### config.mk
export PLATFORM = sky130hd
export DESIGN_NAME = dscd_decoder
export DESIGN_NICKNAME = d
export VERILOG_FILES = /design/src/core/dscd_pkg.sv /design/src/core/dscd_decoder.sv /design/src/core/dscd_edge_sync.sv
export SDC_FILE = /design/constraint.sdc
export NUM_CORES = 1
export LEC_CHECK = 0
export ABC_CLOCK_PERIOD_IN_PS = 3500
export BUFFER_PORTS_ARGS = -buffer_cell sky130_fd_sc_hd__buf_2
export CORE_MARGIN = 10
export CORE_UTILIZATION = 50
export CTS_CLUSTER_DIAMETER = 120
export DETAILED_ROUTE_END_ITERATION = 10
export HOLD_SLACK_MARGIN = 0.03
export PLACE_DENSITY = 0.75
export RECOVER_POWER = 25
export SLEW_MARGIN = 20
export SYNTH_ARGS = -nofsm -noshare
export SYNTH_HDL_FRONTEND = slang
export SYNTH_SLANG_ARGS = --single-unit
### constraint.sdc
create_clock -name mclk_in -period 3.5 [get_ports mclk_in]
set_input_delay 0.35 -clock mclk_in [delete_from_list [all_inputs] [get_ports mclk_in]]
set_output_delay 0.35 -clock mclk_in [all_outputs]
set_load 0.01 [all_outputs]
### src/core/dscd_pkg.sv
// Package for the drive state command decoder: register offsets, field layouts,
// reset values, state and command enumerations.
// Assumes a single clock domain and a simple parameter read/write port.
package dscd_pkg;

  // Parameter addresses
  localparam logic [15:0] OFS_FAULT_CLEAR_OPT = 16'h0568;
  localparam logic [15:0] OFS_CONTROL_WORD    = 16'h1B02;
  localparam logic [15:0] OFS_STATUS_WORD     = 16'h1B04;

  // Reset values
  localparam logic [15:0] RST_FAULT_CLEAR_OPT = 16'h0000;
  localparam logic [15:0] RST_CONTROL_WORD    = 16'h0000;

  // Enable-input fault clear option encodings
  localparam logic [15:0] OPT_CLEAR_OFF     = 16'h0000;
  localparam logic [15:0] OPT_CLEAR_FALLING = 16'h0001;
  localparam logic [15:0] OPT_CLEAR_RISING  = 16'h0002;

  // Status word bit positions
  localparam int unsigned SW_READY_BIT   = 0;
  localparam int unsigned SW_SWON_BIT    = 1;
  localparam int unsigned SW_OPEN_BIT    = 2;
  localparam int unsigned SW_FAULT_BIT   = 3;
  localparam int unsigned SW_DCOK_BIT    = 4;
  localparam int unsigned SW_QSTOP_BIT   = 5;
  localparam int unsigned SW_SODIS_BIT   = 6;
  localparam int unsigned SW_HALT_BIT    = 8;

  // Discrete input slots
  localparam int unsigned DI_ENABLE    = 0;
  localparam int unsigned DI_FAULT_RST = 1;
  localparam int unsigned DI_JOG_POS   = 2;
  localparam int unsigned DI_JOG_NEG   = 3;
  localparam int unsigned DI_COUNT     = 4;

  // Control word layout, bit 15 first
  typedef struct packed {
    logic [5:0] reserved;
    logic       mode_bit9;
    logic       halt;
    logic       fault_reset;
    logic [2:0] mode_bits;
    logic       enable_operation;
    logic       quick_stop;
    logic       enable_voltage;
    logic       switch_on;
  } dscd_ctrl_word_type;

  typedef enum logic [2:0] {
    ST_NOT_READY,
    ST_SWITCH_ON_DISABLED,
    ST_READY_TO_SWITCH_ON,
    ST_SWITCHED_ON,
    ST_OPERATION_ENABLED,
    ST_QUICK_STOP_ACTIVE,
    ST_FAULT_REACTION,
    ST_FAULT
  } dscd_state_type;

  typedef enum logic [2:0] {
    CMD_NONE,
    CMD_SHUTDOWN,
    CMD_SWITCH_ON,
    CMD_DISABLE_VOLTAGE,
    CMD_QUICK_STOP,
    CMD_ENABLE_OPERATION
  } dscd_cmd_type;

endpackage

### src/core/dscd_decoder.sv
// Drive state command decoder: discrete input events and fieldbus control
// word drive the power-stage operating state machine.
// Assumes inputs synchronous-safe after internal synchronisers; parameter
// port accesses last one cycle.
`timescale 1ns/10ps
`default_nettype none
module dscd_decoder
  import dscd_pkg::*;
(
  input  wire logic        mclk_in,
  input  wire logic        reset_n_in,
  input  wire logic        digital_input_zero_in,
  input  wire logic        digital_input_one_in,
  input  wire logic        jog_pos_in,
  input  wire logic        jog_neg_in,
  input  wire logic        fieldbus_mode_in,
  input  wire logic        enable_assigned_in,
  input  wire logic        fault_reset_assigned_in,
  input  wire logic        dc_bus_ok_in,
  input  wire logic        fault_in,
  input  wire logic        fault_reaction_done_in,
  input  wire logic        standstill_in,
  input  wire logic        reg_wr_in,
  input  wire logic        reg_rd_in,
  input  wire logic [15:0] reg_addr_in,
  input  wire logic [15:0] reg_wdata_in,
  output logic [15:0]      reg_rdata_out,
  output logic             reg_rvalid_out,
  output logic [15:0]      drive_status_word_out,
  output logic [2:0]       state_out,
  output logic             power_stage_on_out,
  output logic             halt_out,
  output logic [3:0]       mode_bits_out,
  output logic             jog_mode_out,
  output logic             jog_dir_out,
  output logic             jog_start_out,
  output logic             jog_stop_out
);

  ////////////////////////////////////////////////////////////////////////////
  // Functions

  function automatic dscd_cmd_type decode_cmd(input dscd_ctrl_word_type cw);
    dscd_cmd_type c;
    c = CMD_NONE;
    if (!cw.fault_reset) begin
      if (!cw.enable_voltage) begin
        c = CMD_DISABLE_VOLTAGE;
      end else if (!cw.quick_stop) begin
        c = CMD_QUICK_STOP;
      end else if (!cw.switch_on) begin
        c = CMD_SHUTDOWN;
      end else if (!cw.enable_operation) begin
        c = CMD_SWITCH_ON;
      end else begin
        c = CMD_ENABLE_OPERATION;
      end
    end
    return c;
  endfunction

  function automatic logic [6:0] state_bits(input dscd_state_type s);
    logic [6:0] b;
    b = 7'h00;
    unique case (s)
      ST_NOT_READY:          b = 7'h00;
      ST_SWITCH_ON_DISABLED: b = 7'h40;
      ST_READY_TO_SWITCH_ON: b = 7'h21;
      ST_SWITCHED_ON:        b = 7'h23;
      ST_OPERATION_ENABLED:  b = 7'h27;
      ST_QUICK_STOP_ACTIVE:  b = 7'h07;
      ST_FAULT_REACTION:     b = 7'h0F;
      ST_FAULT:              b = 7'h08;
    endcase
    return b;
  endfunction

  function automatic logic can_enable(input dscd_state_type s);
    return (s == ST_SWITCH_ON_DISABLED) || (s == ST_READY_TO_SWITCH_ON) ||
           (s == ST_SWITCHED_ON);
  endfunction

  ////////////////////////////////////////////////////////////////////////////
  // Input synchronisers

  logic [DI_COUNT-1:0] raw_in;
  logic [DI_COUNT-1:0] rise;
  logic [DI_COUNT-1:0] fall;

  assign raw_in[DI_ENABLE]    = digital_input_zero_in;
  assign raw_in[DI_FAULT_RST] = digital_input_one_in;
  assign raw_in[DI_JOG_POS]   = jog_pos_in;
  assign raw_in[DI_JOG_NEG]   = jog_neg_in;

  genvar gi;
  generate
    for (gi = 0; gi < DI_COUNT; gi++) begin : g_sync
      dscd_edge_sync u_sync (
        .mclk_in    (mclk_in),
        .reset_n_in (reset_n_in),
        .level_in   (raw_in[gi]),
        .level_out  (),
        .rise_out   (rise[gi]),
        .fall_out   (fall[gi])
      );
    end
  endgenerate

  logic enable_ok;
  logic fault_rst_ok;
  logic enable_rise;
  logic enable_fall;
  logic fault_rst_rise;

  assign enable_ok      = !fieldbus_mode_in || enable_assigned_in;
  assign fault_rst_ok   = !fieldbus_mode_in || fault_reset_assigned_in;
  assign enable_rise    = rise[DI_ENABLE] && enable_ok;
  assign enable_fall    = fall[DI_ENABLE] && enable_ok;
  assign fault_rst_rise = rise[DI_FAULT_RST] && fault_rst_ok;

  ////////////////////////////////////////////////////////////////////////////
  // Registers

  dscd_state_type     state;
  dscd_state_type     next_state;
  dscd_ctrl_word_type ctrl_word;
  logic [15:0]        fault_opt;
  logic [15:0]        fault_opt_latched;
  logic [15:0]        status_word;
  logic               disable_pending;

  logic cw_wr;
  logic opt_wr;
  logic cw_act;
  dscd_ctrl_word_type cw_new;
  dscd_cmd_type       cmd;

  assign cw_wr  = reg_wr_in && (reg_addr_in == OFS_CONTROL_WORD);
  assign opt_wr = reg_wr_in && (reg_addr_in == OFS_FAULT_CLEAR_OPT);
  assign cw_new = dscd_ctrl_word_type'(reg_wdata_in);
  assign cw_act = cw_wr && fieldbus_mode_in;
  assign cmd    = decode_cmd(cw_new);

  always_ff @(posedge mclk_in or negedge reset_n_in) begin
    if (!reset_n_in) begin
      ctrl_word <= dscd_ctrl_word_type'(RST_CONTROL_WORD);
    end else if (cw_wr) begin
      ctrl_word          <= cw_new;
      ctrl_word.reserved <= 6'h00;
    end
  end

  always_ff @(posedge mclk_in or negedge reset_n_in) begin
    if (!reset_n_in) begin
      fault_opt <= RST_FAULT_CLEAR_OPT;
    end else if (opt_wr) begin
      fault_opt <= reg_wdata_in;
    end
  end

  logic entering_enable;
  assign entering_enable = (next_state == ST_OPERATION_ENABLED) &&
                           (state != ST_OPERATION_ENABLED) &&
                           (state != ST_QUICK_STOP_ACTIVE);

  always_ff @(posedge mclk_in or negedge reset_n_in) begin
    if (!reset_n_in) begin
      fault_opt_latched <= RST_FAULT_CLEAR_OPT;
    end else if (entering_enable) begin
      fault_opt_latched <= fault_opt;
    end
  end

  always_ff @(posedge mclk_in or negedge reset_n_in) begin
    if (!reset_n_in) begin
      reg_rdata_out  <= 16'h0000;
      reg_rvalid_out <= 1'b0;
    end else begin
      reg_rvalid_out <= reg_rd_in;
      if (reg_rd_in) begin
        unique case (reg_addr_in)
          OFS_FAULT_CLEAR_OPT: reg_rdata_out <= fault_opt;
          OFS_CONTROL_WORD:    reg_rdata_out <= ctrl_word;
          OFS_STATUS_WORD:     reg_rdata_out <= status_word;
          default:             reg_rdata_out <= 16'h0000;
        endcase
      end
    end
  end

  ////////////////////////////////////////////////////////////////////////////
  // State machine

  logic extra_clear;
  logic fault_clear;
  logic jog_rise;
  logic jog_fall;

  assign extra_clear = ((fault_opt_latched == OPT_CLEAR_FALLING) && enable_fall) ||
                       ((fault_opt_latched == OPT_CLEAR_RISING) && enable_rise);
  assign fault_clear = fault_rst_rise || extra_clear ||
                       (cw_act && cw_new.fault_reset && !ctrl_word.fault_reset);
  assign jog_rise    = rise[DI_JOG_POS] || rise[DI_JOG_NEG];
  assign jog_fall    = fall[DI_JOG_POS] || fall[DI_JOG_NEG];

  always_comb begin
    next_state = state;
    if (state == ST_NOT_READY) begin
      next_state = ST_SWITCH_ON_DISABLED;
    end else if (fault_in && state != ST_FAULT && state != ST_FAULT_REACTION) begin
      next_state = ST_FAULT_REACTION;
    end else if (state == ST_FAULT_REACTION) begin
      if (fault_reaction_done_in) next_state = ST_FAULT;
    end else if (state == ST_FAULT) begin
      if (fault_clear) next_state = ST_SWITCH_ON_DISABLED;
    end else if (state == ST_QUICK_STOP_ACTIVE && standstill_in && !cw_act) begin
      next_state = ST_SWITCH_ON_DISABLED;
    end else if (enable_fall && state != ST_SWITCH_ON_DISABLED) begin
      next_state = ST_SWITCH_ON_DISABLED;
    end else if (disable_pending && standstill_in) begin
      next_state = ST_SWITCH_ON_DISABLED;
    end else if ((enable_rise || jog_rise) && can_enable(state) && dc_bus_ok_in) begin
      next_state = ST_OPERATION_ENABLED;
    end else if (cw_act) begin
      unique case (cmd)
        CMD_SHUTDOWN: begin
          if (state == ST_SWITCH_ON_DISABLED) begin
            if (dc_bus_ok_in) next_state = ST_READY_TO_SWITCH_ON;
          end else if (state == ST_SWITCHED_ON || state == ST_OPERATION_ENABLED) begin
            next_state = ST_READY_TO_SWITCH_ON;
          end
        end
        CMD_SWITCH_ON: begin
          if (state == ST_READY_TO_SWITCH_ON || state == ST_OPERATION_ENABLED) begin
            next_state = ST_SWITCHED_ON;
          end
        end
        CMD_DISABLE_VOLTAGE: begin
          next_state = ST_SWITCH_ON_DISABLED;
        end
        CMD_QUICK_STOP: begin
          if (state == ST_OPERATION_ENABLED) begin
            next_state = ST_QUICK_STOP_ACTIVE;
          end else begin
            next_state = ST_SWITCH_ON_DISABLED;
          end
        end
        CMD_ENABLE_OPERATION: begin
          if (state == ST_SWITCHED_ON || state == ST_QUICK_STOP_ACTIVE) begin
            next_state = ST_OPERATION_ENABLED;
          end
        end
        CMD_NONE: next_state = state;
        default:  next_state = state;
      endcase
    end
  end

  always_ff @(posedge mclk_in or negedge reset_n_in) begin
    if (!reset_n_in) begin
      state <= ST_NOT_READY;
    end else begin
      state <= next_state;
    end
  end

  ////////////////////////////////////////////////////////////////////////////
  // Jog control

  always_ff @(posedge mclk_in or negedge reset_n_in) begin
    if (!reset_n_in) begin
      jog_mode_out    <= 1'b0;
      jog_dir_out     <= 1'b0;
      jog_start_out   <= 1'b0;
      jog_stop_out    <= 1'b0;
      disable_pending <= 1'b0;
    end else begin
      jog_start_out <= 1'b0;
      jog_stop_out  <= 1'b0;
      if (jog_rise && can_enable(state) && next_state == ST_OPERATION_ENABLED) begin
        jog_mode_out  <= 1'b1;
        jog_dir_out   <= rise[DI_JOG_POS];
        jog_start_out <= 1'b1;
      end else if (jog_fall && jog_mode_out) begin
        jog_stop_out    <= 1'b1;
        disable_pending <= 1'b1;
      end else if (next_state != ST_OPERATION_ENABLED) begin
        jog_mode_out    <= 1'b0;
        disable_pending <= 1'b0;
      end
    end
  end

  ////////////////////////////////////////////////////////////////////////////
  // Outputs

  always_ff @(posedge mclk_in or negedge reset_n_in) begin
    if (!reset_n_in) begin
      status_word <= 16'h0000;
    end else begin
      status_word               <= {9'h000, state_bits(next_state)};
      status_word[SW_DCOK_BIT]  <= dc_bus_ok_in;
      status_word[SW_HALT_BIT]  <= cw_wr ? cw_new.halt : ctrl_word.halt;
    end
  end

  assign halt_out              = ctrl_word.halt;
  assign mode_bits_out         = {ctrl_word.mode_bit9, ctrl_word.mode_bits};
  assign drive_status_word_out = status_word;
  assign state_out             = state;
  assign power_stage_on_out    = (state == ST_OPERATION_ENABLED) ||
                                 (state == ST_QUICK_STOP_ACTIVE) ||
                                 (state == ST_FAULT_REACTION);

  ////////////////////////////////////////////////////////////////////////////
  // Assertions

  logic di_quiet;
  assign di_quiet = !fault_in && !enable_fall && !jog_rise && !disable_pending;

  a_enable_rise_op: assert property (@(posedge mclk_in) disable iff (!reset_n_in)
    state == ST_SWITCHED_ON && enable_rise && dc_bus_ok_in && !fault_in
      |=> state == ST_OPERATION_ENABLED) else $error("enable rise did not enable");
  a_enable_fall_off: assert property (@(posedge mclk_in) disable iff (!reset_n_in)
    state == ST_OPERATION_ENABLED && enable_fall && !fault_in
      |=> state == ST_SWITCH_ON_DISABLED) else $error("enable fall did not disable");
  a_option_latch_time: assert property (@(posedge mclk_in) disable iff (!reset_n_in)
    $changed(fault_opt_latched) |-> state == ST_OPERATION_ENABLED &&
      $past(state) != ST_OPERATION_ENABLED) else $error("option latched off enable");
  a_fault_reset_in: assert property (@(posedge mclk_in) disable iff (!reset_n_in)
    state == ST_FAULT && fault_rst_rise |=> state == ST_SWITCH_ON_DISABLED)
    else $error("fault reset input ignored");
  a_jog_pos_start: assert property (@(posedge mclk_in) disable iff (!reset_n_in)
    rise[DI_JOG_POS] && !rise[DI_JOG_NEG] && state == ST_SWITCH_ON_DISABLED &&
      dc_bus_ok_in && !fault_in && !enable_fall
      |=> jog_start_out && jog_dir_out && state == ST_OPERATION_ENABLED)
    else $error("positive jog did not start");
  a_jog_stop_pulse: assert property (@(posedge mclk_in) disable iff (!reset_n_in)
    jog_fall && jog_mode_out && !jog_rise |=> jog_stop_out && disable_pending)
    else $error("jog stop not issued");
  a_unassigned_enable: assert property (@(posedge mclk_in) disable iff (!reset_n_in)
    state == ST_SWITCHED_ON && fieldbus_mode_in && !enable_assigned_in &&
      !cw_wr && di_quiet |=> state == ST_SWITCHED_ON)
    else $error("unassigned enable acted");
  a_shutdown_cmd: assert property (@(posedge mclk_in) disable iff (!reset_n_in)
    state == ST_SWITCHED_ON && cw_act && cmd == CMD_SHUTDOWN && di_quiet &&
      !enable_rise |=> state == ST_READY_TO_SWITCH_ON)
    else $error("shutdown not decoded");
  a_cw_fault_edge: assert property (@(posedge mclk_in) disable iff (!reset_n_in)
    state == ST_FAULT && cw_act && cw_new.fault_reset && !ctrl_word.fault_reset
      |=> state == ST_SWITCH_ON_DISABLED) else $error("fault reset edge ignored");
  a_fault_status: assert property (@(posedge mclk_in) disable iff (!reset_n_in)
    state == ST_FAULT ##1 state == ST_FAULT
      |-> {status_word[SW_SODIS_BIT:SW_QSTOP_BIT], status_word[SW_FAULT_BIT:0]} == 6'h08)
    else $error("fault status wrong");
  a_dc_bus_block: assert property (@(posedge mclk_in) disable iff (!reset_n_in)
    state == ST_SWITCH_ON_DISABLED && !dc_bus_ok_in
      |=> state != ST_READY_TO_SWITCH_ON) else $error("ready without bus voltage");
  a_halt_follows: assert property (@(posedge mclk_in) disable iff (!reset_n_in)
    cw_wr |=> halt_out == $past(reg_wdata_in[SW_HALT_BIT]) ##1 status_word[SW_HALT_BIT] ==
      halt_out) else $error("halt not taken");
  a_undefined_hold: assert property (@(posedge mclk_in) disable iff (!reset_n_in)
    state == ST_READY_TO_SWITCH_ON && cw_act &&
      (cmd == CMD_NONE || cmd == CMD_ENABLE_OPERATION) && di_quiet && !enable_rise
      |=> $stable(state))
    else $error("undefined word changed state");

  c_reach_enabled: cover property (@(posedge mclk_in) disable iff (!reset_n_in)
    state == ST_SWITCHED_ON ##1 state == ST_OPERATION_ENABLED);
  c_quick_stop: cover property (@(posedge mclk_in) disable iff (!reset_n_in)
    state == ST_QUICK_STOP_ACTIVE ##[1:20] state == ST_SWITCH_ON_DISABLED);
  c_fault_cycle: cover property (@(posedge mclk_in) disable iff (!reset_n_in)
    state == ST_FAULT ##1 state == ST_SWITCH_ON_DISABLED);
  c_jog_stop: cover property (@(posedge mclk_in) disable iff (!reset_n_in)
    jog_stop_out ##[1:20] state == ST_SWITCH_ON_DISABLED);

endmodule
`default_nettype wire

### src/core/dscd_edge_sync.sv
// Two-flop synchroniser with rising and falling edge pulses.
// Assumes the input is a slow discrete level.
`timescale 1ns/10ps
`default_nettype none
module dscd_edge_sync (
  input  wire logic mclk_in,
  input  wire logic reset_n_in,
  input  wire logic level_in,
  output logic      level_out,
  output logic      rise_out,
  output logic      fall_out
);

  logic sync_first;
  logic sync_second;
  logic prev;

  always_ff @(posedge mclk_in or negedge reset_n_in) begin
    if (!reset_n_in) begin
      sync_first  <= 1'b0;
      sync_second <= 1'b0;
      prev        <= 1'b0;
    end else begin
      sync_first  <= level_in;
      sync_second <= sync_first;
      prev        <= sync_second;
    end
  end

  assign level_out = sync_second;
  assign rise_out  = sync_second & ~prev;
  assign fall_out  = ~sync_second & prev;

endmodule
`default_nettype wire

# Word-level counts from Yosys, hierarchy flattened
# Memories as Yosys holds them, arrays and structs flattened. A register that Yosys moved wholly into a read port is not among the register bits.
# Cells that the tools add are included.
# Widths: inputs -> output; s select.
# word_totals
ff_bits,87
latchBits,0
ramBits,0
rom_bits,48
input_bits,47
output_inout_bits,46
elab_cells,151
n_memories,1
# classes
addsub,0
mul,0
div_mod_pow,0
n_lt_le_gt_ge,0
n_eq_ne,25
shift,0
muxes,32
n_bitwise,15
n_reduce_logical,47
# memory_table
memory,words,width,read_ports,rd_clocked_by_memory_dff,write_ports,line_no,source
(name not given),8,6,1,1,0,dscd_decoder.sv:65,unique case (s)
# ops
operator,n
$mux 3,22
$pmux 16 s3,1
$eq 16x13->1 const B,2
$logic_and 1x1->1,23
$eq 3x3->1 const B,7
$eq 16x1->1 const B,1
$eq 16x11->1 const B,1
$eq 16x2->1 const B,1
$logic_or 1x1->1,15
$ne 3x3->1 const B,5
$pmux 3 s5,1
$eq 3x2->1 const B,4
$mux 1,8
$not 1->1,8
$and 1x1->1,7
$eq 3x1->1 const B,2
$logic_not 1->1,4
$reduce_and 2->1,2
$reduce_bool 2->1,2
$logic_not 3->1,1
$ne 3x1->1 const B,1
$ne 2x2->1 const B,1

# Logic depth before layout (Yosys ltp)
# Gate-level depths: netlist (run 1).
# depth
depth_word,20
ltp_mapped,9
ltp_nobuf,7

# By module
# Synthesis (run 1) repeated with hierarchy kept, for this count alone.
# unflattened
hier_cells,344
hier_area_um2,3986.3
# modules_own_cells
module,instances,cells_each,area_each_um2,seq_area_each_um2
dscd_decoder,1,324,3626.0,1876.8
dscd_edge_sync,4,5,90.1,75.1

# Worst setup path before layout (run 1)
# Ideal clock, no wire load.
# synth_path
path_type,in2reg
from,input port reg_addr_in[3]
to,register fault_opt_latched[10]
setup_ps,125
arrival_time_ps,2384
t_required_ps,3375
setup_slack_ps,991
path_stages,8
n_path_buf,1
path_cell_list,nor4b_4 nand4b_1 nor4_1 o221a_2 o31ai_4 nor3_4 buf_6 mux2_4
# synth_via
elab_chain_cells,15
word_cells_on_any_way,21
cone_classes,2 x eq/ne; 10 x mux; 9 x reduce/logical
# synth_lines
element,line_no,source
start: declaration,dscd_decoder.sv:25,"input wire logic [15:0] reg_addr_in,"
$eq 16x13->1 (*),dscd_decoder.sv:138,assign cw_wr = reg_wr_in && (reg_addr_in == OFS_CONTROL_WORD);
$logic_and 1x1->1 (*),dscd_decoder.sv:138,
$logic_and 1x1->1 (*),dscd_decoder.sv:141,assign cw_act = cw_wr && fieldbus_mode_in;
$mux 3,dscd_decoder.sv:224,end else if (cw_act) begin
$mux 3,dscd_decoder.sv:222,end else if ((enable_rise || jog_rise) && can_enable(state) && dc_bus_ok_in) begin
$mux 3,dscd_decoder.sv:220,end else if (disable_pending && standstill_in) begin
$mux 3,dscd_decoder.sv:218,end else if (enable_fall && state != ST_SWITCH_ON_DISABLED) begin
$mux 3,dscd_decoder.sv:216,end else if (state == ST_QUICK_STOP_ACTIVE && standstill_in && !cw_act) begin
$mux 3 (*),dscd_decoder.sv:214,end else if (state == ST_FAULT) begin
$mux 3 (*),dscd_decoder.sv:212,end else if (state == ST_FAULT_REACTION) begin
$mux 3 (*),dscd_decoder.sv:210,end else if (fault_in && state != ST_FAULT && state != ST_FAULT_REACTION) begin
$mux 3 (*),dscd_decoder.sv:208,if (state == ST_NOT_READY) begin
$eq 3x3->1 (*),dscd_decoder.sv:162,assign entering_enable = (next_state == ST_OPERATION_ENABLED) &&
$logic_and 1x1->1 (*),dscd_decoder.sv:162,
$logic_and 1x1->1 (*),dscd_decoder.sv:163,(state != ST_OPERATION_ENABLED) &&
end signal: assignment,dscd_decoder.sv:170,fault_opt_latched <= fault_opt;
end: declaration,dscd_decoder.sv:128,logic [15:0] fault_opt_latched;
# Every way passes the cells marked *; elsewhere a longest branch is shown, timed or not.
# A chain may end at the register's enable or synchronous reset.

# Worst setup path in the final report (run 1)
# layout_path
from,"register state[2], in the netlist state_out[2]"
to,"register status_word[1], in the netlist drive_status_word_out[1]"
# layout_via
elab_chain_cells,14
word_cells_on_any_way,41
cone_classes,10 x eq/ne; 18 x mux; 13 x reduce/logical
# layout_lines
element,line_no,source
start: declaration,dscd_decoder.sv:124,dscd_state_type state;
start signal: assignment,dscd_decoder.sv:263,state <= next_state;
$eq 3x2->1 or $eq 3x3->1 (tied branches),--,
$logic_or 1x1->1,dscd_decoder.sv:229,end else if (state == ST_SWITCHED_ON || state == ST_OPERATION_ENABLED) begin
$mux 3,dscd_decoder.sv:229,
$mux 3,dscd_decoder.sv:227,if (state == ST_SWITCH_ON_DISABLED) begin
$pmux 3 s5,dscd_decoder.sv:225,unique case (cmd)
$mux 3,dscd_decoder.sv:224,
$mux 3,dscd_decoder.sv:222,
$mux 3,dscd_decoder.sv:220,
$mux 3,dscd_decoder.sv:218,
$mux 3,dscd_decoder.sv:216,
$mux 3,dscd_decoder.sv:214,
$mux 3,dscd_decoder.sv:212,
$mux 3,dscd_decoder.sv:210,
$mux 3 (*),dscd_decoder.sv:208,
end: declaration,dscd_decoder.sv:129,logic [15:0] status_word;
# Marked as above.

==> report_table.html, run 1 <==
<table>
<tr><th>Metric</th><th>Value</th></tr>
<tr><th colspan="2">Status</th></tr>
<tr><td>Run status</td><td>finished, violations left</td></tr>
<tr><td>Violated checks</td><td>max-capacitance violations, max-slew violations</td></tr>
<tr><th colspan="2">CTS</th></tr>
<tr><td>TritonCTS Sinks</td><td>87</td></tr>
<tr><td>Insertion delay to the later sink of the worst-skew pair</td><td>between 0.3 and 0.4 ns</td></tr>
<tr><td>Hold-fix buffers at CTS</td><td>0</td></tr>
<tr><td>Max clock buf depth</td><td>2</td></tr>
<tr><td>Clock-pin slew on the worst setup and hold paths</td><td>roughly 0.09 ns</td></tr>
<tr><td>Num CTS Buffers</td><td>9</td></tr>
<tr><td>Post-CTS setup buffer count</td><td>0</td></tr>
<tr><td>CTS root buf</td><td>sky130_fd_sc_hd__clkbuf_8</td></tr>
<tr><td>H-tree Lvls</td><td>3</td></tr>
<tr><td>TritonCTS clock tree</td><td>done</td></tr>
<tr><td>Post-CTS resize count</td><td>0</td></tr>
<tr><th colspan="2">Floorplanning</th></tr>
<tr><td>Total die area</td><td>approximately 12000 µm²</td></tr>
<tr><td>Boundary pin count</td><td>93</td></tr>
<tr><td>Die H</td><td>110.1 µm</td></tr>
<tr><td>Width of the die</td><td>approximately 110 µm</td></tr>
<tr><td>Initial core utilization</td><td>a little over 50%</td></tr>
<tr><td>Site row count</td><td>32</td></tr>
<tr><td>CORE AREA</td><td>between 7000 and 8000 µm²</td></tr>
<tr><th colspan="2">Layout</th></tr>
<tr><td>Antenna diodes</td><td>0</td></tr>
<tr><td>Share of cells above drive strength 1</td><td>about 37%</td></tr>
<tr><td>Area growth from synthesis to final layout</td><td>16.58%</td></tr>
<tr><td>Leading cell type in the layout, fill and taps excluded</td><td>sky130_fd_sc_hd__dfrtp_1</td></tr>
<tr><td>Final core utilization</td><td>between 60% and 70%</td></tr>
<tr><td>Post-layout instance area</td><td>approximately 4700 µm²</td></tr>
<tr><td>Final net count</td><td>between 400 and 500</td></tr>
<tr><td>Top library cells by usage in the layout, fill and taps aside</td><td>sky130_fd_sc_hd__dfrtp_1, sky130_fd_sc_hd__buf_2, sky130_fd_sc_hd__mux2_2, sky130_fd_sc_hd__inv_1, sky130_fd_sc_hd__nor2_1</td></tr>
<tr><th colspan="2">Power and ir drop</th></tr>
<tr><td>Relative contribution of the clock network to total power</td><td>~27%</td></tr>
<tr><td>Worst VDD drop</td><td>roughly 0.33 mV</td></tr>
<tr><td>PwrDens</td><td>roughly 530 nW/µm²</td></tr>
<tr><td>Relative contribution of sequential cells to total power</td><td>a little under half</td></tr>
<tr><td>P_leak</td><td>approximately 0.0023 µW</td></tr>
<tr><td>Switching power</td><td>889.4 µW</td></tr>
<tr><td>Combinational Power Share</td><td>between 20% and 30%</td></tr>
<tr><td>Total internal power</td><td>between 1500 and 2000 µW</td></tr>
<tr><td>Switching share of total power</td><td>35.40%</td></tr>
<tr><th colspan="2">Timing</th></tr>
<tr><td>Achievable Freq</td><td>approximately 360 MHz</td></tr>
<tr><td>Final Slew Violations</td><td>88</td></tr>
<tr><td>Fraction of the cycle the final worst path needs</td><td>78.76%</td></tr>
<tr><td>Rel. slew slack</td><td>-37.24%</td></tr>
<tr><td>Hold violation count in the final report</td><td>0</td></tr>
<tr><td>Number of setup violations in the final report</td><td>0</td></tr>
<tr><td>Final Hold Slack</td><td>~0.1 ns</td></tr>
<tr><td>RSZ-0062 raised after global routing</td><td>false</td></tr>
<tr><td>Transition at the pin with the smallest max-transition slack</td><td>roughly 2.1 ns</td></tr>
<tr><td>Final TNS setup</td><td>0 ns</td></tr>
<tr><td>Min Tclk post-route</td><td>roughly 2.8 ns</td></tr>
<tr><td>Final worst clock skew</td><td>roughly 0.016 ns</td></tr>
<tr><th colspan="2">Min path</th></tr>
<tr><td>Hold WC Path Type</td><td>primary input to flip-flop</td></tr>
<tr><th colspan="2">Setup path</th></tr>
<tr><td>List of cells traversed by the critical path</td><td>xnor2_1, or4b_2, a31oi_1, nand3_1, a21oi_1, o21ai_1, mux2_2</td></tr>
<tr><td>Req. time, crit path</td><td>around 3.8 ns</td></tr>
<tr><td>Category of the most critical setup path</td><td>flip-flop to flip-flop</td></tr>
<tr><td>Maximum single-stage delay on the critical path</td><td>approximately 0.77 ns</td></tr>
<tr><td>Endpoint type of the worst setup path</td><td>flip-flop</td></tr>
<tr><td>Critical Path Slowest Stage Cell</td><td>sky130_fd_sc_hd__dfrtp_1</td></tr>
<tr><td>Worst Setup Start Kind</td><td>flip-flop</td></tr>
<tr><td>Maximum net fanout on the critical path</td><td>19</td></tr>
<tr><td>Signal arrival time at the worst endpoint</td><td>around 3 ns</td></tr>
<tr><th colspan="2">GRT</th></tr>
<tr><td>Remaining global-route overflow</td><td>0</td></tr>
<tr><td>Overall Global Routing Usage</td><td>~17%</td></tr>
<tr><td>First-pass GRT wire length</td><td>between 15 and 20 mm</td></tr>
<tr><td>Largest net degree at the start of global routing</td><td>just under 90</td></tr>
<tr><td>Number of global-route vias before repair</td><td>approximately 3.2k</td></tr>
<tr><td>Antenna violations before repair</td><td>0</td></tr>
<tr><th colspan="2">Drt</th></tr>
<tr><td>Number of iterations in the first detailed-routing pass</td><td>5</td></tr>
<tr><td>Number of design rule violations left after detail routing</td><td>0</td></tr>
<tr><td>Final WL</td><td>between 10 and 15 mm</td></tr>
<tr><td>Count of routing violations after the opening detailed-route iteration</td><td>about 130</td></tr>
<tr><td>Routed wirelength normalized by instance count</td><td>19.13 µm</td></tr>
<tr><td>Antenna viol nets, final</td><td>0</td></tr>
<tr><td>Total vias in the final route</td><td>around 3.0k</td></tr>
<tr><td>Vias per cell</td><td>5.696</td></tr>
<tr><th colspan="2">Placement</th></tr>
<tr><td>DPL Wire Length</td><td>7.397 mm</td></tr>
<tr><td>Count of input and output buffers</td><td>84</td></tr>
<tr><td>Final Wtd Congestion</td><td>around 0.86</td></tr>
<tr><td>Standard cell area after detailed placement</td><td>roughly 4500 µm²</td></tr>
<tr><th colspan="2">Logic synthesis</th></tr>
<tr><td>Flop and latch count out of synthesis</td><td>87</td></tr>
<tr><td>Synthesized cell area</td><td>around 4000 µm²</td></tr>
<tr><td>Most used flip-flop cell after synthesis</td><td>sky130_fd_sc_hd__dfrtp_1</td></tr>
<tr><td>Share of flip-flops with an asynchronous set or reset after synthesis</td><td>100.0%</td></tr>
<tr><td>Number of synthesized flops with an enable pin</td><td>0</td></tr>
<tr><td>Post-synthesis average cell area</td><td>~12 µm²</td></tr>
<tr><td>Sequential share of the synthesized area</td><td>a little over half</td></tr>
<tr><td>Number of instances in the synthesized netlist</td><td>340</td></tr>
<tr><td>Number of different library cells in the post-synthesis netlist</td><td>60</td></tr>
<tr><td>Warnings, synthesis</td><td>0</td></tr>
<tr><th colspan="2">Run</th></tr>
<tr><td>Number of max-cap violations</td><td>1</td></tr>
</table>
## synth_stat cells, drive strengths merged (4+ instances only)
master,number,area [µm²]
dfrtp,87,2177
mux2,44,533.0
inv,20,75.07
nor2,18,67.56
buf,15,111.4
o21ai,12,60.05
nand2,11,41.29
o22ai,11,68.82
clkbuf,10,37.54
nand3,10,50.05
a222oi,8,80.08
o211ai,8,60.06
a21oi,7,35.03
nand3b,7,52.55
nor3,6,41.29
nor4,6,37.54
a21o,4,30.03
nand2b,4,25.02
nor2b,4,25.02
## power groups by stage
stage | Combinational [µW] | Clock, µW | Sequential, µW
after floorplan | 477 | 0 | 1150
after global placement | 652 | 0 | 1190
after detailed placement | 653 | 0 | 1190
after CTS | 663 | 696 | 1170
after global routing | 733 | 749 | 1190
final | 660 | 679 | 1170
## sequential cells by signal (all words and copies together) (netlist names)
signal                    flops
disable_pending               1
jog_mode_out                  1
g_sync.u_sync.sync_first      4
g_sync.u_sync.level_out       4
reg_rvalid_out                1
g_sync.u_sync.prev            4
fault_opt_latched            16
drive_status_word_out         8
mode_bits_out                 4
fault_opt                    16
jog_stop_out                  1
jog_start_out                 1
state_out                     3
ctrl_word                     5
jog_dir_out                   1
halt_out                      1
reg_rdata_out                16
## final timing paths
check / from / end / slack (ns) / cells past startpoint
min reg2reg: g_sync[3].u_sync.sync_first / g_sync[3].u_sync.level_out / 0.35 / 0
min in group asynchronous: reset_n_in / reg_rdata_out[8] / 0.57 / 1
max reg2reg: state_out[2] / drive_status_word_out[1] / 0.74 / 7
max in group asynchronous: reset_n_in / g_sync[2].u_sync.sync_first / 1.72 / 1
max: state_out[2] / drive_status_word_out[1] / 0.74 / 7
min: jog_neg_in / g_sync[3].u_sync.sync_first / 0.1 / 1
## cell families after synthesis
group	Yosys count	synth area share, %
muxes	44	13.13
other	1	0.09239
DFF	87	53.64
and+or+nand+nor	90	13.72
buffers and inverters	45	5.518
AOI/OAI and AO/OA	72	13.69
xor gates and xnor gates	1	0.2158
## cell type report
cell class                 instances  area [µm²]
fill                             654        3075
sequential                        87        2177
multi-input combinational        215        1694
timing repair buffer              89       455.4
tap                              102       127.6
clock buffer                       9       123.9
clock inverter                     7       78.83
inverter                          20       75.07
## stage by stage
stage	cells	setup slack (ns)	total power, µW
2_1_floorplan	347	0.9913	1629
4_1_cts	529	0.7572	2530
3_5_place_dp	513	0.6137	1843
5_1_grt	529	0.5548	2667
6_report	529	0.7433	2512
3_3_place_gp	513	0.6699	1837
## metal layers
| metal | routed length [µm] | part of all wire (%) | global-route usage [%] | up-vias |
|---|---|---|---|---|
| li1 | - | - | - | 1412 |
| met4 | 148 | 1.5 | 5.138 | 0 |
| met5 | 0 | 0 | 0 | - |
| met3 | 743 | 7.3 | 4.295 | 12 |
| met2 | 4968 | 49 | 28.49 | 106 |
| met1 | 4257 | 42 | 21.26 | 1483 |
## critical path, delay by kind of cell (launching register included)
| family | cells | cell delay, ns |
|---|---|---|
| compound gates | 3 | 0.65 |
| xor+xnor | 1 | 0.20 |
| flops | 1 | 0.77 |
| mux | 1 | 0.30 |
| simple gates | 2 | 0.73 |
Power figures use the tool's default switching activity.
==> run 2, diff against run 1 <==
- ABC_AREA: unset -> 1
- ABC_CLOCK_PERIOD_IN_PS: 3500 -> 2670
- clock period: 3.5 -> 2.67 ns (I/O delays scaled with it)
==> report_table.html, run 2 <==
<table>
<tr><th>Metric</th><th>Value</th></tr>
<tr><th colspan="2">Status</th></tr>
<tr><td>Run status</td><td>finished, final reports clean</td></tr>
<tr><th colspan="2">Power and ir drop</th></tr>
<tr><td>Total internal power</td><td>2271 µW</td></tr>
<tr><td>P_leak</td><td>~0.0027 µW</td></tr>
<tr><td>Switching share of total power</td><td>between 30% and 40%</td></tr>
<tr><td>Relative contribution of the clock network to total power</td><td>between 20% and 30%</td></tr>
<tr><td>PwrDens</td><td>727.2 nW/µm²</td></tr>
<tr><td>Relative contribution of sequential cells to total power</td><td>a little over two fifths</td></tr>
<tr><td>Total power</td><td>3550 µW</td></tr>
<tr><td>Worst VDD drop</td><td>between 0.5 and 0.6 mV</td></tr>
<tr><td>Switching power</td><td>~1300 µW</td></tr>
<tr><td>Combinational Power Share</td><td>approximately 30%</td></tr>
<tr><th colspan="2">Drt</th></tr>
<tr><td>Number of design rule violations left after detail routing</td><td>0</td></tr>
<tr><td>Vias per cell</td><td>~5.2</td></tr>
<tr><td>Routed wirelength normalized by instance count</td><td>around 15 µm</td></tr>
<tr><td>Number of iterations in the first detailed-routing pass</td><td>5</td></tr>
<tr><td>Count of routing violations after the opening detailed-route iteration</td><td>~290</td></tr>
<tr><td>Antenna viol nets, final</td><td>0</td></tr>
<tr><td>Final WL</td><td>~11 mm</td></tr>
<tr><td>Total vias in the final route</td><td>between 3k and 4k</td></tr>
<tr><th colspan="2">Floorplanning</th></tr>
<tr><td>Initial core utilization</td><td>about half</td></tr>
<tr><td>Site row count</td><td>33</td></tr>
<tr><td>Die H</td><td>between 100 and 150 µm</td></tr>
<tr><td>Width of the die</td><td>111.1 µm</td></tr>
<tr><td>CORE AREA</td><td>a little over 8000 µm²</td></tr>
<tr><td>Total die area</td><td>~12000 µm²</td></tr>
<tr><td>Boundary pin count</td><td>93</td></tr>
<tr><th colspan="2">Setup path</th></tr>
<tr><td>Maximum net fanout on the critical path</td><td>12</td></tr>
<tr><td>Maximum single-stage delay on the critical path</td><td>approximately 0.39 ns</td></tr>
<tr><td>Category of the most critical setup path</td><td>flip-flop to flip-flop</td></tr>
<tr><td>List of cells traversed by the critical path</td><td>or2_0, or2_1, nor2_1, nor2_1, and3_1, nand2_1, nand2_2, nor2_4, buf_4, nand4_1, nand2_1</td></tr>
<tr><td>Critical Path Slowest Stage Cell</td><td>sky130_fd_sc_hd__dfrtp_1</td></tr>
<tr><td>Signal arrival time at the worst endpoint</td><td>2.46 ns</td></tr>
<tr><td>Worst Setup Start Kind</td><td>flip-flop</td></tr>
<tr><td>Endpoint type of the worst setup path</td><td>flip-flop</td></tr>
<tr><td>Req. time, crit path</td><td>roughly 3.0 ns</td></tr>
<tr><th colspan="2">Layout</th></tr>
<tr><td>Share of cells above drive strength 1</td><td>approximately 22%</td></tr>
<tr><td>Top library cells by usage in the layout, fill and taps aside</td><td>sky130_fd_sc_hd__nand2_1, sky130_fd_sc_hd__dfrtp_1, sky130_fd_sc_hd__buf_2, sky130_fd_sc_hd__nand3_1, sky130_fd_sc_hd__inv_1</td></tr>
<tr><td>Leading cell type in the layout, fill and taps excluded</td><td>sky130_fd_sc_hd__nand2_1</td></tr>
<tr><td>Final core utilization</td><td>60.02%</td></tr>
<tr><td>Multi-input logic area</td><td>around 1700 µm²</td></tr>
<tr><td>Area taken by flip-flops and latches</td><td>approximately 2200 µm²</td></tr>
<tr><td>Final net count</td><td>between 600 and 700</td></tr>
<tr><td>Antenna diodes</td><td>0</td></tr>
<tr><td>Filler cell count in the final layout</td><td>737</td></tr>
<tr><td>Post-layout instance area</td><td>4882 µm²</td></tr>
<tr><td>Area growth from synthesis to final layout</td><td>17.71%</td></tr>
<tr><td>Largest registers</td><td>fault_opt (16), fault_opt_latched (16), reg_rdata_out (16)</td></tr>
<tr><th colspan="2">Logic synthesis</th></tr>
<tr><td>Flop and latch count out of synthesis</td><td>87</td></tr>
<tr><td>Warnings, synthesis</td><td>0</td></tr>
<tr><td>Number of synthesized flops with an enable pin</td><td>0</td></tr>
<tr><td>Area share of the leading cell type in the synthesized netlist</td><td>a little over half</td></tr>
<tr><td>Sequential share of the synthesized area</td><td>52.49%</td></tr>
<tr><td>Number of instances in the synthesized netlist</td><td>503</td></tr>
<tr><td>Cell type with the largest total area after synthesis</td><td>sky130_fd_sc_hd__dfrtp_1</td></tr>
<tr><td>Post-synthesis average cell area</td><td>slightly above 8 µm²</td></tr>
<tr><td>Most used flip-flop cell after synthesis</td><td>sky130_fd_sc_hd__dfrtp_1</td></tr>
<tr><td>Leading cell types by count after synthesis</td><td>sky130_fd_sc_hd__nand2_1, sky130_fd_sc_hd__dfrtp_1, sky130_fd_sc_hd__nand3_1</td></tr>
<tr><td>Most frequently used cell type in the post-synthesis netlist</td><td>sky130_fd_sc_hd__nand2_1</td></tr>
<tr><td>Biggest area contributors in the synthesized netlist</td><td>sky130_fd_sc_hd__dfrtp_1, sky130_fd_sc_hd__nand2_1, sky130_fd_sc_hd__nand3_1</td></tr>
<tr><td>Share of flip-flops with an asynchronous set or reset after synthesis</td><td>between 90% and 100%</td></tr>
<tr><td>Number of different library cells in the post-synthesis netlist</td><td>35</td></tr>
<tr><td>Synthesized cell area</td><td>just over 4000 µm²</td></tr>
<tr><th colspan="2">Placement</th></tr>
<tr><td>DPL Wire Length</td><td>between 8 and 9 mm</td></tr>
<tr><td>Final Wtd Congestion</td><td>between 0.9 and 1</td></tr>
<tr><td>Standard cell area after detailed placement</td><td>approximately 4600 µm²</td></tr>
<tr><td>Count of input and output buffers</td><td>84</td></tr>
<tr><th colspan="2">Timing</th></tr>
<tr><td>Final worst clock skew</td><td>approximately 0.012 ns</td></tr>
<tr><td>Fraction of the cycle the final worst path needs</td><td>about four fifths</td></tr>
<tr><td>Number of setup violations in the final report</td><td>0</td></tr>
<tr><td>Min Tclk post-route</td><td>approximately 2.2 ns</td></tr>
<tr><td>Rel. slew slack</td><td>under 10%</td></tr>
<tr><td>RSZ-0062 raised after global routing</td><td>false</td></tr>
<tr><td>Hold violation count in the final report</td><td>0</td></tr>
<tr><td>Transition at the pin with the smallest max-transition slack</td><td>between 1 and 1.5 ns</td></tr>
<tr><td>Final TNS setup</td><td>0 ns</td></tr>
<tr><td>Final Slew Violations</td><td>0</td></tr>
<tr><td>Achievable Freq</td><td>462.2 MHz</td></tr>
<tr><th colspan="2">CTS</th></tr>
<tr><td>Clock-pin slew on the worst setup and hold paths</td><td>0.09 ns</td></tr>
<tr><td>TritonCTS Sinks</td><td>87</td></tr>
<tr><td>TritonCTS clock tree</td><td>done</td></tr>
<tr><td>Post-CTS resize count</td><td>0</td></tr>
<tr><td>Num CTS Buffers</td><td>9</td></tr>
<tr><td>H-tree Lvls</td><td>3</td></tr>
<tr><td>Max clock buf depth</td><td>2</td></tr>
<tr><td>CTS root buf</td><td>sky130_fd_sc_hd__clkbuf_8</td></tr>
<tr><td>Insertion delay to the later sink of the worst-skew pair</td><td>0.36 ns</td></tr>
<tr><th colspan="2">GRT</th></tr>
<tr><td>Remaining global-route overflow</td><td>0</td></tr>
<tr><td>Antenna violations before repair</td><td>0</td></tr>
<tr><td>Number of global-route vias before repair</td><td>3652</td></tr>
<tr><td>Overall Global Routing Usage</td><td>between 10% and 20%</td></tr>
<tr><td>Largest net degree at the start of global routing</td><td>55</td></tr>
<tr><td>First-pass GRT wire length</td><td>about 18 mm</td></tr>
<tr><th colspan="2">Run</th></tr>
<tr><td>Number of max-cap violations</td><td>0</td></tr>
<tr><th colspan="2">Min path</th></tr>
<tr><td>Hold WC Path Type</td><td>primary input to flip-flop</td></tr>
</table>
[run 2: worst max-delay path: cells and delay by family (launching register included)]
kind          cells  cell delay, ns
flops             1            0.39
simple gates     10            1.46
buf+inv           1            0.24
[run 2: cells by family (layout without fill, tap and decap cells)]
group                  Yosys count  in the layout  share of synthesized area [%]
multiplexers                     6              6                          1.629
buffers and inverters           72            156                          8.295
AND/OR/NAND/NOR                289            289                          31.52
flip-flops                      87             87                          52.49
AO/OA/AOI/OAI                   48             48                          5.973
other                            1              8                        0.09041
[run 2: repair_timing]
item                                   4_1_cts  5_1_grt
setup buffers                                0        0
hold buffers                                 5        0
endpoints found under the hold margin       57        0
[run 2: final timing paths]
| kind | start | end | slack [ns] | depth (start not counted) |
|---|---|---|---|---|
| worst min register to register | g_sync[0].u_sync.sync_first | g_sync[0].u_sync.level_out | 0.35 | 0 |
| worst max register to register | g_sync[0].u_sync.level_out | fault_opt_latched[14] | 0.51 | 11 |
| min in group asynchronous | reset_n_in | reg_rdata_out[3] | 0.77 | 2 |
| worst min-delay path | dc_bus_ok_in | drive_status_word_out[4] | 0.12 | 1 |
| max in group asynchronous | reset_n_in | fault_opt_latched[4] | 1.07 | 3 |
| worst max-delay path | g_sync[0].u_sync.level_out | fault_opt_latched[14] | 0.51 | 11 |
[run 2: through the flow]
step / setup slack [ns] / hold WS [ns] / cells
finish: 0.5064 / 0.1221 / 699
global route: 0.3071 / 0.09362 / 699
CTS: 0.5075 / 0.07221 / 699
detailed placement: 0.4017 / 0.3358 / 679
global placement: 0.4848 / 0.3331 / 679
floorplan: 0.7830 / -0.02859 / 510
[run 2: final cells by class]
cell class                      instances  area share, %
Timing Repair Buffer                   98          11.23
Sequential cell                        87          44.59
Tap cell                              105          2.691
Multi-Input combinational cell        351          33.85
Inverter                               43          3.306
Clock buffer                           11          2.896
Clock inverter                          4          1.435
[run 2: layer usage]
layer  global-route usage (%)  vias up  wire (µm)
met5                        0        -          0
met4                    6.427        0        210
met3                    4.545       16        782
met2                    25.98      138       4662
met1                    23.09     1690       4923
li1                         -     1783          -
[run 2: power groups by stage]
stage	combinational [µW]	clock [µW]	sequential [µW]
global placement	1010	0	1530
floorplan	751	0	1520
global route	1170	1060	1520
finish	1040	1000	1510
CTS	1040	1010	1510
detailed placement	1030	0	1530
==> run 3, diff against run 2 <==
- ABC_CLOCK_PERIOD_IN_PS: 2670 -> 2200
- clock period: 2.67 -> 2.2 ns (I/O delays scaled with it)
==> report_table.html, run 3 (same netlist as run 2, synthesis figures left out) <==
<table>
<tr><th>Metric</th><th>Value</th></tr>
<tr><th colspan="2">Drt</th></tr>
<tr><td>Uppermost layer routed</td><td>met4</td></tr>
<tr><td>Count of routing violations after the opening detailed-route iteration</td><td>277</td></tr>
<tr><td>Routed length on met2</td><td>4.927 mm</td></tr>
<tr><td>Number of design rule violations left after detail routing</td><td>0</td></tr>
<tr><td>Antenna viol nets, final</td><td>0</td></tr>
<tr><td>Final WL</td><td>10.92 mm</td></tr>
<tr><td>Routed met1 length</td><td>between 4 and 5 mm</td></tr>
<tr><td>Number of iterations in the first detailed-routing pass</td><td>5</td></tr>
<tr><td>Total vias in the final route</td><td>between 3k and 4k</td></tr>
<tr><td>Met3 wire length</td><td>809 µm</td></tr>
<tr><td>Routed wirelength normalized by instance count</td><td>roughly 15 µm</td></tr>
<tr><td>Vias per cell</td><td>roughly 5.2</td></tr>
<tr><th colspan="2">Layout</th></tr>
<tr><td>Final net count</td><td>around 650</td></tr>
<tr><td>Antenna diodes</td><td>0</td></tr>
<tr><td>Area growth from synthesis to final layout</td><td>19.91%</td></tr>
<tr><td>Largest registers</td><td>fault_opt (16), fault_opt_latched (16), reg_rdata_out (16)</td></tr>
<tr><td>Share of cells above drive strength 1</td><td>a little under a quarter</td></tr>
<tr><td>Leading cell type in the layout, fill and taps excluded</td><td>sky130_fd_sc_hd__nand2_1</td></tr>
<tr><td>Top library cells by usage in the layout, fill and taps aside</td><td>sky130_fd_sc_hd__nand2_1, sky130_fd_sc_hd__dfrtp_1, sky130_fd_sc_hd__buf_2, sky130_fd_sc_hd__nand3_1, sky130_fd_sc_hd__inv_1</td></tr>
<tr><td>Post-layout instance area</td><td>4974 µm²</td></tr>
<tr><th colspan="2">Run</th></tr>
<tr><td>Number of max-cap violations</td><td>0</td></tr>
<tr><th colspan="2">Placement</th></tr>
<tr><td>Setup WS pre-CTS</td><td>a little over 0.06 ns</td></tr>
<tr><td>Final Wtd Congestion</td><td>about 0.96</td></tr>
<tr><td>Standard cell area after detailed placement</td><td>~4700 µm²</td></tr>
<tr><td>DPL Wire Length</td><td>approximately 8.4 mm</td></tr>
<tr><td>Count of input and output buffers</td><td>between 80 and 90</td></tr>
<tr><th colspan="2">Timing</th></tr>
<tr><td>Final Slew Violations</td><td>0</td></tr>
<tr><td>Transition at the pin with the smallest max-transition slack</td><td>just under 1 ns</td></tr>
<tr><td>Fraction of the cycle the final worst path needs</td><td>94.06%</td></tr>
<tr><td>Final Hold Slack</td><td>roughly 0.094 ns</td></tr>
<tr><td>Achievable Freq</td><td>between 400 and 500 MHz</td></tr>
<tr><td>Final worst clock skew</td><td>around 0.011 ns</td></tr>
<tr><td>Min Tclk post-route</td><td>slightly above 2 ns</td></tr>
<tr><td>Least setup slack across all paths after layout</td><td>roughly 0.13 ns</td></tr>
<tr><td>Hold violation count in the final report</td><td>0</td></tr>
<tr><td>Number of setup violations in the final report</td><td>0</td></tr>
<tr><td>Final TNS setup</td><td>0 ns</td></tr>
<tr><td>Rel. slew slack</td><td>35.92%</td></tr>
<tr><th colspan="2">CTS</th></tr>
<tr><td>TritonCTS clock tree</td><td>done</td></tr>
<tr><td>Clock-pin slew on the worst setup and hold paths</td><td>approximately 0.080 ns</td></tr>
<tr><td>Max clock buf depth</td><td>2</td></tr>
<tr><td>Num CTS Buffers</td><td>9</td></tr>
<tr><td>Insertion delay to the later sink of the worst-skew pair</td><td>0.36 ns</td></tr>
<tr><td>TritonCTS Sinks</td><td>87</td></tr>
<tr><td>H-tree Lvls</td><td>3</td></tr>
<tr><td>CTS root buf</td><td>sky130_fd_sc_hd__clkbuf_8</td></tr>
<tr><th colspan="2">Floorplanning</th></tr>
<tr><td>Site row count</td><td>33</td></tr>
<tr><td>Die H</td><td>between 100 and 150 µm</td></tr>
<tr><td>CORE AREA</td><td>~8100 µm²</td></tr>
<tr><td>Width of the die</td><td>111.1 µm</td></tr>
<tr><td>Initial core utilization</td><td>50.99%</td></tr>
<tr><td>Boundary pin count</td><td>93</td></tr>
<tr><td>Total die area</td><td>roughly 12000 µm²</td></tr>
<tr><th colspan="2">GRT</th></tr>
<tr><td>Overall Global Routing Usage</td><td>between 15 and 20%</td></tr>
<tr><td>Number of global-route vias before repair</td><td>around 3.7k</td></tr>
<tr><td>Antenna violations before repair</td><td>0</td></tr>
<tr><td>Remaining global-route overflow</td><td>0</td></tr>
<tr><td>Largest net degree at the start of global routing</td><td>40</td></tr>
<tr><td>First-pass GRT wire length</td><td>17.99 mm</td></tr>
<tr><th colspan="2">Setup path</th></tr>
<tr><td>Signal arrival time at the worst endpoint</td><td>between 2 and 2.5 ns</td></tr>
<tr><td>Category of the most critical setup path</td><td>flip-flop to flip-flop</td></tr>
<tr><td>Endpoint type of the worst setup path</td><td>flip-flop</td></tr>
<tr><td>Maximum net fanout on the critical path</td><td>16</td></tr>
<tr><td>Req. time, crit path</td><td>2.50 ns</td></tr>
<tr><td>Worst Setup Start Kind</td><td>flip-flop</td></tr>
<tr><th colspan="2">Min path</th></tr>
<tr><td>Hold WC Path Type</td><td>primary input to flip-flop</td></tr>
<tr><th colspan="2">Status</th></tr>
<tr><td>Run status</td><td>finished, final reports clean</td></tr>
<tr><th colspan="2">Power and ir drop</th></tr>
<tr><td>P_leak</td><td>0.002709 µW</td></tr>
<tr><td>Worst VDD drop</td><td>roughly 0.79 mV</td></tr>
<tr><td>PwrDens</td><td>878.9 nW/µm²</td></tr>
</table>
[run 3: cell count changes in the layout (fill, tap and decap cells not counted), moves of 2 or more]
| cell | before | now |
|---|---|---|
| sky130_fd_sc_hd__dlygate4sd3_1 | 5 | 7 |
| sky130_fd_sc_hd__dfrtp_1 | 87 | 84 |
| sky130_fd_sc_hd__buf_4 | 8 | 15 |
| sky130_fd_sc_hd__dfrtp_2 | 0 | 3 |
| sky130_fd_sc_hd__clkbuf_1 | 3 | 5 |
[run 3: worst max-delay path, cell delays in order (launching register included)]
cell and delay [ns]:
sky130_fd_sc_hd__dfrtp_2 0.47, sky130_fd_sc_hd__inv_2 0.12, sky130_fd_sc_hd__o21ai_0 0.14, sky130_fd_sc_hd__a21boi_0 0.20, sky130_fd_sc_hd__nand3_1 0.09, sky130_fd_sc_hd__nand2_1 0.07, sky130_fd_sc_hd__nand2_1 0.05, sky130_fd_sc_hd__nand2_1 0.05
sky130_fd_sc_hd__nand2_1 0.07, sky130_fd_sc_hd__nand2_2 0.21, sky130_fd_sc_hd__buf_4 0.26, sky130_fd_sc_hd__nand4_1 0.16, sky130_fd_sc_hd__nand2_1 0.10
[run 3: timing repair]
item / CTS / global route
resized for setup: 0 / 7
setup endpoints to repair: 0 / 17
hold buffers: 7 / 0
setup buffers: 0 / 1
hold endpoints to repair: 42 / 0
[run 3: stage by stage]
| stage | util [%] | total power [µW] | std cells |
|---|---|---|---|
| 6_report | 61.14 | 4371 | 711 |
| 5_1_grt | 61.14 | 4616 | 711 |
| 4_1_cts | 60.64 | 4241 | 709 |
| 3_5_place_dp | 57.45 | 3130 | 687 |
| 3_3_place_gp | 57.45 | 3119 | 687 |
| 2_1_floorplan | - | 2755 | 510 |
[run 3: final timing paths]
path | start | endpoint | slack (ns) | depth (start not counted)
min in group asynchronous | reset_n_in | drive_status_word_out[5] | 0.54 | 2
max in group asynchronous | reset_n_in | state_out[2] | 0.84 | 3
min reg2reg | g_sync[3].u_sync.sync_first | g_sync[3].u_sync.level_out | 0.35 | 0
max | state_out[2] | fault_opt_latched[10] | 0.13 | 12
min | reg_wdata_in[12] | fault_opt[12] | 0.09 | 2
max reg2reg | state_out[2] | fault_opt_latched[10] | 0.13 | 12
[run 3: area by class of cell]
class	instances	area, µm²
fill	746	3161
sequential	87	2181
multi-input combinational	352	1675
timing repair buffer	109	635.6
inverter	43	161.4
clock buffer	12	145.1
tap	105	131.4
clock inverter	3	43.79
[run 3: metal layers]
| metal | vias to the layer above | GRT usage (%) |
|---|---|---|
| li1 | 1806 | - |
| met1 | 1721 | 22.35 |
| met2 | 147 | 27.52 |
| met3 | 27 | 4.491 |
| met4 | 0 | 7.626 |
| met5 | - | 0 |
[run 3: power breakdown]
group | switching, µW | internal [µW] | total, µW
combinational | 943 | 486 | 1430
sequential | 123 | 1720 | 1840
clock | 551 | 551 | 1100
